--- config.mk ---
export PLATFORM = sky130hd
export DESIGN_NAME = oag_top
export DESIGN_NICKNAME = d
export VERILOG_FILES = /design/src/common/oag_pkg.sv /design/src/hw/oag_reg_select.sv /design/src/hw/oag_top.sv
export SDC_FILE = /design/constraint.sdc
export NUM_CORES = 1
export LEC_CHECK = 0
export BUFFER_PORTS_ARGS = -buffer_cell sky130_fd_sc_hd__buf_2
export CORE_MARGIN = 1.5
export CORE_UTILIZATION = 35
export DETAILED_ROUTE_END_ITERATION = 8
export PLACE_DENSITY_LB_ADDON = 0.05
export SLEW_MARGIN = 30
export SYNTH_ARGS = -nofsm -noshare
export SYNTH_HDL_FRONTEND = slang
export SYNTH_SLANG_ARGS = --single-unit
--- constraint.sdc ---
create_clock -name pclk -period 6.5 [get_ports pclk]
set_clock_uncertainty 0.1 [all_clocks]
set_input_delay 1.3 -clock pclk [delete_from_list [all_inputs] [get_ports pclk]]
set_output_delay 1.3 -clock pclk [all_outputs]
set_load 0.03 [all_outputs]
--- src/common/oag_pkg.sv ---
package oag_pkg;
   // ----------------------------------------------------------------
   // widths
   // ----------------------------------------------------------------
   localparam int OAG_RSEL_W = 4;
   localparam int OAG_TSEL_W = 4;
   localparam int OAG_DISP_W = 16;
   localparam int OAG_ADDR_W = 24;
   localparam int OAG_WORD_W = 32;
   localparam int OAG_HALF_W = 16;
   localparam int OAG_VP_W = 3;
   localparam int OAG_CRSUM_W = 8;
   localparam int OAG_VPR_WORDS = 4;
   localparam int OAG_CR_WORDS = 64;
   // ----------------------------------------------------------------
   // field positions
   // ----------------------------------------------------------------
   localparam int OAG_T_IND_BIT = 3;
   localparam int OAG_CR_WORD_LSB = 2;
   // ----------------------------------------------------------------
   // apb register byte addresses
   // ----------------------------------------------------------------
   localparam logic [7:0] OAG_A_CTRL = 8'h00;
   localparam logic [7:0] OAG_A_INSTR = 8'h04;
   localparam logic [7:0] OAG_A_BASE = 8'h08;
   localparam logic [7:0] OAG_A_PC = 8'h0c;
   localparam logic [7:0] OAG_A_CELL = 8'h10;
   localparam logic [7:0] OAG_A_VPR0 = 8'h20;
   localparam logic [7:0] OAG_A_EA = 8'h30;
   localparam logic [7:0] OAG_A_IMM = 8'h34;
   localparam logic [7:0] OAG_A_SEL = 8'h38;
   localparam logic [7:0] OAG_A_STAT = 8'h3c;
   // ----------------------------------------------------------------
   // reset values
   // ----------------------------------------------------------------
   localparam logic [31:0] OAG_RST_WORD = 32'h0000_0000;
   localparam logic [31:0] OAG_BAD_ADDR_DATA = 32'h0000_0000;
   // ----------------------------------------------------------------
   // operand type selected by the opcode
   // ----------------------------------------------------------------
   typedef enum logic [2:0] {
      OAG_OP_IMM,
      OAG_OP_CM,
      OAG_OP_ABS,
      OAG_OP_PCREL,
      OAG_OP_REG_VPR,
      OAG_OP_REG_CR
   } oag_optype_t;
endpackage

--- src/hw/oag_reg_select.sv ---
`timescale 1ns/1ps
// decodes a register selector into word, halfword and byte positions
module oag_reg_select
   import oag_pkg::*;
(
   input wire logic [7:0] sel,
   input wire logic is_cr,
   input wire logic [7:0] vpr3_byte3,
   output logic [5:0] word_idx,
   output logic half_left,
   output logic [1:0] byte_idx
);
   logic [7:0] cr_sum;
   // comm_register selector offset by byte 3 of register 3, carry dropped
   assign cr_sum = 8'(sel + vpr3_byte3); // see [RULE_02]
   // vp_register: two high bits of the 4-bit field are the word
   assign word_idx = is_cr ? cr_sum[7:2] : {4'h0, sel[3:2]}; // see [RULE_01]
   assign half_left = is_cr ? cr_sum[1] : sel[1]; // see [RULE_01]
   assign byte_idx = is_cr ? cr_sum[1:0] : sel[1:0]; // see [RULE_02]
endmodule

--- src/hw/oag_top.sv ---
`timescale 1ns/1ps
// Function
// [RULE_01] R field: word, halfword, byte of register
// [RULE_02] comm_register select adds register 3 byte 3
// [RULE_03] T top bit indirect, low three index
// [RULE_04] index code 000 means no indexing
// [RULE_05] opcode chooses displacement meaning
// [RULE_06] displacement low 4 or 8 bits select register
// [RULE_07] immediate: sign-extend both to 32, add
// [RULE_08] memory address: disp plus base plus index
// [RULE_09] absolute: disp plus index, no base
// [RULE_10] pc relative: sext disp plus pc plus index
// [RULE_11] indirect cell: address field plus index
// [RULE_12] augmented: low three bits become vp code
// [RULE_13] augment only first indirect level
// [RULE_14] operand type from index, displacement, opcode; the code takes it from ctrl[2:0] only
// [RULE_15] address sums truncate to 24 bits silently
module oag_top
   import oag_pkg::*;
#(
   parameter int VP_CODE_W = OAG_VP_W
)
(
   input wire logic pclk,
   input wire logic presetn,
   input wire logic psel,
   input wire logic penable,
   input wire logic pwrite,
   input wire logic [7:0] paddr,
   input wire logic [31:0] pwdata,
   output logic [31:0] prdata,
   output logic pready,
   output logic pslverr
);
   // ----------------------------------------------------------------
   // software registers
   // ----------------------------------------------------------------
   // ctrl: [2:0] operand type, [3] augmented, [4] start, [5] cell step,
   // [10:8] active virtual_processor code
   logic [31:0] ctrl;
   logic [31:0] instr; // [3:0] R, [7:4] T, [31:16] N
   logic [23:0] base_reg;
   logic [23:0] pc_reg;
   logic [23:0] cell_addr;
   logic [31:0] vp_register [OAG_VPR_WORDS];
   logic [23:0] ea;
   logic [31:0] imm;
   logic [31:0] sel_out; // [5:0] word, [6] left half, [9:8] byte; R at 16+
   logic indirect_pend;
   logic first_level;
   logic [31:0] next_prdata;

   // ----------------------------------------------------------------
   // field decode
   // ----------------------------------------------------------------
   logic [3:0] r_fld;
   logic [3:0] t_fld;
   logic [15:0] n_fld;
   logic t_indirect;
   logic [2:0] t_idx;
   logic index_on;
   logic [15:0] idx_half;
   logic [31:0] idx_word;
   oag_optype_t op_type;
   logic augmented;
   logic [VP_CODE_W-1:0] vp_code;
   logic [31:0] ctrl_now;

   assign r_fld = instr[3:0];
   assign t_fld = instr[7:4];
   assign n_fld = instr[31:16];
   assign t_indirect = t_fld[OAG_T_IND_BIT]; // see [RULE_03]
   assign t_idx = t_fld[2:0]; // see [RULE_03]
   assign index_on = (t_idx != 3'h0); // see [RULE_04]
   assign idx_word = vp_register[t_idx[2:1]];
   // code 1 is right half of register 0, odd codes right, even left
   assign idx_half = t_idx[0] ? idx_word[15:0] : idx_word[31:16]; // see [RULE_04]
   assign op_type = oag_optype_t'(ctrl_now[2:0]); // see [RULE_05]
   assign augmented = ctrl_now[3];
   assign vp_code = ctrl_now[8 +: VP_CODE_W];

   // ----------------------------------------------------------------
   // sums
   // ----------------------------------------------------------------
   logic [31:0] t32;
   logic [23:0] t24;
   logic [31:0] imm_sum;
   logic [23:0] cm_sum;
   logic [23:0] abs_sum;
   logic [23:0] pcr_sum;
   logic [23:0] cell_sum;
   logic [23:0] dev_ea;
   logic [23:0] aug_ea;
   logic aug_now;

   assign t32 = index_on ? {{16{idx_half[15]}}, idx_half} : 32'h0000_0000; // see [RULE_07]
   assign t24 = t32[23:0];
   assign imm_sum = 32'({{16{n_fld[15]}}, n_fld} + t32); // see [RULE_07]
   // carries beyond 24 bits are dropped without any flag
   assign cm_sum = 24'({8'h00, n_fld} + base_reg + t24); // see [RULE_08] [RULE_15]
   assign abs_sum = 24'({8'h00, n_fld} + t24); // see [RULE_09] [RULE_15]
   assign pcr_sum = 24'({{8{n_fld[15]}}, n_fld} + pc_reg + t24); // see [RULE_10] [RULE_15]
   assign cell_sum = 24'(cell_addr + t24); // see [RULE_11] [RULE_15]

   // operand type comes from the ctrl opcode field alone, not from the T and N fields
   assign dev_ea = (op_type == OAG_OP_CM) ? cm_sum :
                   (op_type == OAG_OP_PCREL) ? pcr_sum : abs_sum; // see [RULE_14]
   // augmenting applies to memory and absolute addresses and only the first level
   assign aug_now = augmented && first_level &&
                    (op_type == OAG_OP_CM || op_type == OAG_OP_ABS); // see [RULE_13]
   assign aug_ea = {dev_ea[23:VP_CODE_W], vp_code}; // see [RULE_12]

   // ----------------------------------------------------------------
   // register selection
   // ----------------------------------------------------------------
   logic sel_is_cr;
   logic [7:0] sel_src;
   logic [5:0] sel_word;
   logic sel_left;
   logic [1:0] sel_byte;

   assign sel_is_cr = (op_type == OAG_OP_REG_CR);
   // displacement plus index selects register using the low 4 or 8 bits of the sum
   assign sel_src = sel_is_cr ? abs_sum[7:0] : {4'h0, abs_sum[3:0]}; // see [RULE_06]

   oag_reg_select u_nsel
   (
      .sel(sel_src),
      .is_cr(sel_is_cr),
      .vpr3_byte3(vp_register[3][31:24]),
      .word_idx(sel_word),
      .half_left(sel_left),
      .byte_idx(sel_byte)
   );

   logic [5:0] rs_word;
   logic [1:0] rs_byte;

   oag_reg_select u_rsel
   (
      .sel({4'h0, r_fld}),
      .is_cr(ctrl_now[6]),
      .vpr3_byte3(vp_register[3][31:24]),
      .word_idx(rs_word),
      .half_left(),
      .byte_idx(rs_byte)
   );

   // ----------------------------------------------------------------
   // apb decode
   // ----------------------------------------------------------------
   logic wr_en;
   logic rd_en;
   logic start;
   logic cell_step;
   logic addr_ok;
   logic vpr_hit;

   assign wr_en = psel && penable && pwrite;
   assign rd_en = psel && !penable && !pwrite;
   assign start = wr_en && (paddr == OAG_A_CTRL) && pwdata[4];
   assign cell_step = wr_en && (paddr == OAG_A_CTRL) && pwdata[5];
   // a start write decodes the fields that arrive with it, not the old ctrl
   assign ctrl_now = (wr_en && paddr == OAG_A_CTRL) ? pwdata : ctrl;
   assign vpr_hit = (paddr[7:4] == OAG_A_VPR0[7:4]) && (paddr[1:0] == 2'b00);
   assign addr_ok = (paddr == OAG_A_CTRL) || (paddr == OAG_A_INSTR) ||
                    (paddr == OAG_A_BASE) || (paddr == OAG_A_PC) ||
                    (paddr == OAG_A_CELL) || (paddr == OAG_A_EA) ||
                    (paddr == OAG_A_IMM) || (paddr == OAG_A_SEL) ||
                    (paddr == OAG_A_STAT) ||
                    vpr_hit;

   always_comb
   begin
      next_prdata = OAG_BAD_ADDR_DATA;
      if (vpr_hit)
      begin
         next_prdata = vp_register[paddr[3:2]];
      end
      else
      begin
         unique case (paddr)
            OAG_A_CTRL: next_prdata = ctrl;
            OAG_A_INSTR: next_prdata = instr;
            OAG_A_BASE: next_prdata = {8'h00, base_reg};
            OAG_A_PC: next_prdata = {8'h00, pc_reg};
            OAG_A_CELL: next_prdata = {8'h00, cell_addr};
            OAG_A_EA: next_prdata = {8'h00, ea};
            OAG_A_IMM: next_prdata = imm;
            OAG_A_SEL: next_prdata = sel_out;
            OAG_A_STAT: next_prdata = {29'h0, first_level, indirect_pend, index_on};
            default: next_prdata = OAG_BAD_ADDR_DATA;
         endcase
      end
   end

   // ----------------------------------------------------------------
   // apb response: no wait states, data captured in setup
   // ----------------------------------------------------------------
   always_ff @(posedge pclk or negedge presetn)
   begin
      if (!presetn)
      begin
         prdata <= OAG_RST_WORD;
         pready <= 1'b0;
         pslverr <= 1'b0;
      end
      else
      begin
         if (rd_en)
         begin
            prdata <= next_prdata;
         end
         pready <= psel && !penable;
         pslverr <= psel && !penable && !addr_ok;
      end
   end

   // ----------------------------------------------------------------
   // register writes
   // ----------------------------------------------------------------
   always_ff @(posedge pclk or negedge presetn)
   begin
      if (!presetn)
      begin
         ctrl <= OAG_RST_WORD;
         instr <= OAG_RST_WORD;
         base_reg <= OAG_RST_WORD[23:0];
         pc_reg <= OAG_RST_WORD[23:0];
         cell_addr <= OAG_RST_WORD[23:0];
         for (int i = 0; i < OAG_VPR_WORDS; i++)
         begin
            vp_register[i] <= OAG_RST_WORD;
         end
      end
      else if (wr_en)
      begin
         if (paddr == OAG_A_CTRL)
         begin
            ctrl <= {pwdata[31:6], 2'b00, pwdata[3:0]};
         end
         if (paddr == OAG_A_INSTR)
         begin
            instr <= pwdata;
         end
         if (paddr == OAG_A_BASE)
         begin
            base_reg <= pwdata[23:0];
         end
         if (paddr == OAG_A_PC)
         begin
            pc_reg <= pwdata[23:0];
         end
         if (paddr == OAG_A_CELL)
         begin
            cell_addr <= pwdata[23:0];
         end
         if (vpr_hit)
         begin
            vp_register[paddr[3:2]] <= pwdata;
         end
      end
   end

   // ----------------------------------------------------------------
   // address development
   // ----------------------------------------------------------------
   always_ff @(posedge pclk or negedge presetn)
   begin
      if (!presetn)
      begin
         ea <= OAG_RST_WORD[23:0];
         imm <= OAG_RST_WORD;
         sel_out <= OAG_RST_WORD;
         indirect_pend <= 1'b0;
         first_level <= 1'b1;
      end
      else if (start)
      begin
         // start uses the ctrl fields that are written with it
         ea <= aug_now ? aug_ea : dev_ea; // see [RULE_12]
         imm <= imm_sum; // see [RULE_07]
         sel_out <= {6'h00, rs_byte, 2'b00, rs_word, 6'h00, sel_byte, 1'b0,
                     sel_left, sel_word}; // see [RULE_01] [RULE_06]
         indirect_pend <= t_indirect; // see [RULE_03]
         first_level <= 1'b0;
      end
      else if (cell_step && indirect_pend)
      begin
         // later indirect levels are never augmented
         ea <= cell_sum; // see [RULE_11] [RULE_13]
      end
      else if (wr_en && paddr == OAG_A_INSTR)
      begin
         first_level <= 1'b1;
      end
   end
endmodule

==> impl_metrics.py <==
metrics = {
    "status": {
        "status": "finished, final reports clean",
    },
    "grt": {
        "grt_pass1_vias": 18200,
        "overflow": 0,
        "groute.usage.overall_pct": 28.0,
        "use_met3_pct": 3.81,
        "use_met1_pct": 40.6,
        "antenna_found_initial": 4,
        "use_met2_pct": 43.1,
        "top_usage_layer": "met2",
        "grt_pass1_wl_mm": 135,
        "grt_max_degree": 162,
    },
    "clock_tree": {
        "ctsHoldBuffers": 0,
        "clkTransAtPathRegs_ns": 0.06,
        "cts_sinks": 370,
        "clock_path_buffers": 3,
        "cts_tree": "yes",
        "numCtsBuffers": 46,
        "post_cts_buffers": 0,
        "clk_latency_ns": 0.62,
        "cts_max_level": 2,
        "post_cts_resized": 0,
        "root_buffer": "clkbuf_16",
    },
    "pwr": {
        "powerDensity_nw_per_um2": 209,
        "p_int_w": 0.00403,
        "seq_power_share_pct": 44.2,
        "pwr-share-comb_pct": 8.3,
        "switching_share_pct": 26.5,
        "p_leak_nw": 12.4,
        "power_switching_w": 0.00146,
        "vdd_ir_drop_max_uv": 188,
        "pwr-share-clk_pct": 47.5,
        "total_power_w": 0.00548,
    },
    "setup_path": {
        "critical_path_peak_fanout": 30,
        "cp_top_family": "compound AO/OA/AOI/OAI gates",
        "crit_required_ns": 6.87,
        "end_kind": "flop",
        "startpoint_type": "flop",
        "cp_cell_sequence": "mux2_2 > a221oi_1 > nor2_1 > fa_1 > ha_1 > a21oi_1 > o22ai_1 > a41oi_1 > o31ai_1 > a21o_1 > a21oi_1 > xnor2_1 > mux2_2 > a311oi_1",
        "critPathKind": "reg -> reg",
        "crit_arrival_ns": 5.98,
        "path_buf_inv": 0,
        "critPathMaxStageDelay_ns": 0.95,
        "crit_slowest_cell": "dfrtp_2",
    },
    "route": {
        "drt_first_pass_iters": 5,
        "drc": 0,
        "via_count": 18000,
        "wl_mm": 94.3,
        "viasPerCell": 5.91,
        "drt-initial-drc-count": 1512,
        "wire_per_inst_um": 30.9,
        "ant_nets": 0,
    },
    "place": {
        "routabilityCongestion": 0.949,
        "dp_hpwl_mm": 69.8,
        "dpl-instance-area_sq_um": 24700,
        "dp_cells": 2972,
        "dp_slack_ns": 0.987,
        "io_buffers": 78,
    },
    "floorplan": {
        "initial_core_util_pct": 35.3,
        "fp.dieW_um": 260,
        "die_area_sq_um": 67800,
        "core_area_sq_um": 65600,
        "ios": 79,
        "rows": 94,
        "die_h_um": 260,
    },
    "sta": {
        "final.min_clock_period_ns": 5.61,
        "fin_ws_ns": 0.889,
        "grt_setup_unrepaired": "false",
        "max_freq_mhz": 178,
        "finalCritPeriodShare_pct": 86.3,
        "final_max_slew_viol_count": 0,
        "worstMarginPinSlew_ns": 0.996,
        "finalSetupViolCount": 0,
        "timing.setup.tns_ns": 0,
        "slew_headroom_pct": 33.4,
        "hold_viol": 0,
    },
    "layout": {
        "multiInputGateArea_sq_um": 13200,
        "final_cell_mix": "367 x dfrtp_1, 274 x mux2_2, 153 x nand2_1",
        "finalNetCount": 2351,
        "top_register": "vp_register",
        "stdcell_count": 3054,
        "synthToLayoutAreaGrowth_pct": 13.3,
        "final_design_area_no_fill_sq_um": 26300,
        "final_common_cell": "dfrtp_1",
        "ff_latch_area_sq_um": 9260,
        "fill_cells": 6400,
        "drive_gt1_share_pct": 26.6,
        "largest_reg_flops": 128,
    },
    "synthesis": {
        "synthCells": 2084,
        "synth_top_flop_cell": "dfrtp_1",
        "synth_warnings": 0,
        "syn_area_per_cell_sq_um": 11.1,
        "synth_area_sq_um": 23200,
        "ys_ff_latch": 370,
        "synth_top_area_cell": "dfrtp_1",
        "yosysUniqueCellTypes": 95,
        "synthArstFlopShare_pct": 100,
        "synthesis.nets": 2277,
        "post-synth-top-area-fraction_pct": 39.8,
        "synthTopCellsByArea": "dfrtp_1 40%, mux2_2 13%, mux4_2 5.6%",
        "synth_edf_count": 0,
        "yosysSeqAreaShare_pct": 39.9,
    },
    "worst_hold_path": {
        "hp-class": "reg -> reg",
    },
    "run": {
        "drv_cap": 0,
    },
}
## worst paths after layout
kind                                from    endpoint  slack, ns  cells past startpoint
max in group asynchronous        presetn    instr[5]       4.26                      3
min in group asynchronous        presetn  prdata[22]       0.61                      1
worst min-delay path              imm[3]      imm[3]       0.38                      2
worst max-delay path            instr[6]      ea[16]       0.89                     14
worst min register to register    imm[3]      imm[3]       0.38                      2
worst max register to register  instr[6]      ea[16]       0.89                     14
## cells by family (layout without fill, tap and decap cells)
family / Yosys count / after routing / synth area share [%]
buffers and inverters: 183 / 288 / 3.38
flip-flops: 370 / 370 / 39.9
XOR/XNOR: 76 / 76 / 2.87
AND/OR/NAND/NOR: 431 / 431 / 8.55
multiplexers: 360 / 360 / 20.2
AO/OA/AOI/OAI: 516 / 516 / 15.6
adder cells (fa/ha/maj): 148 / 148 / 9.44
other: 0 / 1 / 0
## layer usage
metal | vias up | wire length [um]
met5 | - | 0
met4 | 0 | 2850
met3 | 105 | 5060
met2 | 553 | 42200
met1 | 9477 | 44100
li1 | 7914 | -
## power groups by stage
stage          clock (W)  sequential, W  combinational (W)
2_1_floorplan          0        0.00250           0.000188
3_3_place_gp           0        0.00246           0.000455
3_5_place_dp           0        0.00246           0.000457
4_1_cts          0.00265        0.00242           0.000459
5_1_grt          0.00273        0.00243           0.000493
6_report         0.00260        0.00243           0.000455
## worst min-delay path: stages, from the launching register on
cell and delay (ns):
dfrtp_1 0.34, nand2_1 0.05, nand2_1 0.05
## final cells by class
type | instances | area share [%]
Antenna cell | 1 | 0.00952
Clock buffer | 67 | 4.99
Clock inverter | 12 | 0.686
Inverter | 72 | 1.03
Multi-Input combinational cell | 1531 | 50.4
Sequential cell | 370 | 35.3
Tap cell | 864 | 4.11
Timing Repair Buffer | 137 | 3.51
## per-stage QoR
stage	hold WS (ns)	utilization [%]
3_5_place_dp	0.362	37.7
4_1_cts	0.378	40.0
6_report	0.377	40.0
3_3_place_gp	0.359	37.6
5_1_grt	0.396	40.0
2_1_floorplan	0.339	-
## synthesized netlist by cell type, types with 20 or more instances
library cell  count
a21o_1           35
nand3_1          21
xnor2_1          45
xor2_1           31
o21a_1           34
a211oi_1         23
ha_1            103
nor2_1          128
nor2b_1          22
nor3_1           25
clkbuf_1         69
a221oi_1         36
o21ai_0          80
buf_2            22
nand2_1         155
dfrtp_1         369
fa_1             45
a31oi_1          20
inv_1            72
mux2_2          274
a21oi_1         101
mux4_2           58
mux2i_1          25
a22oi_1          42
Power figures use the tool's default switching activity.
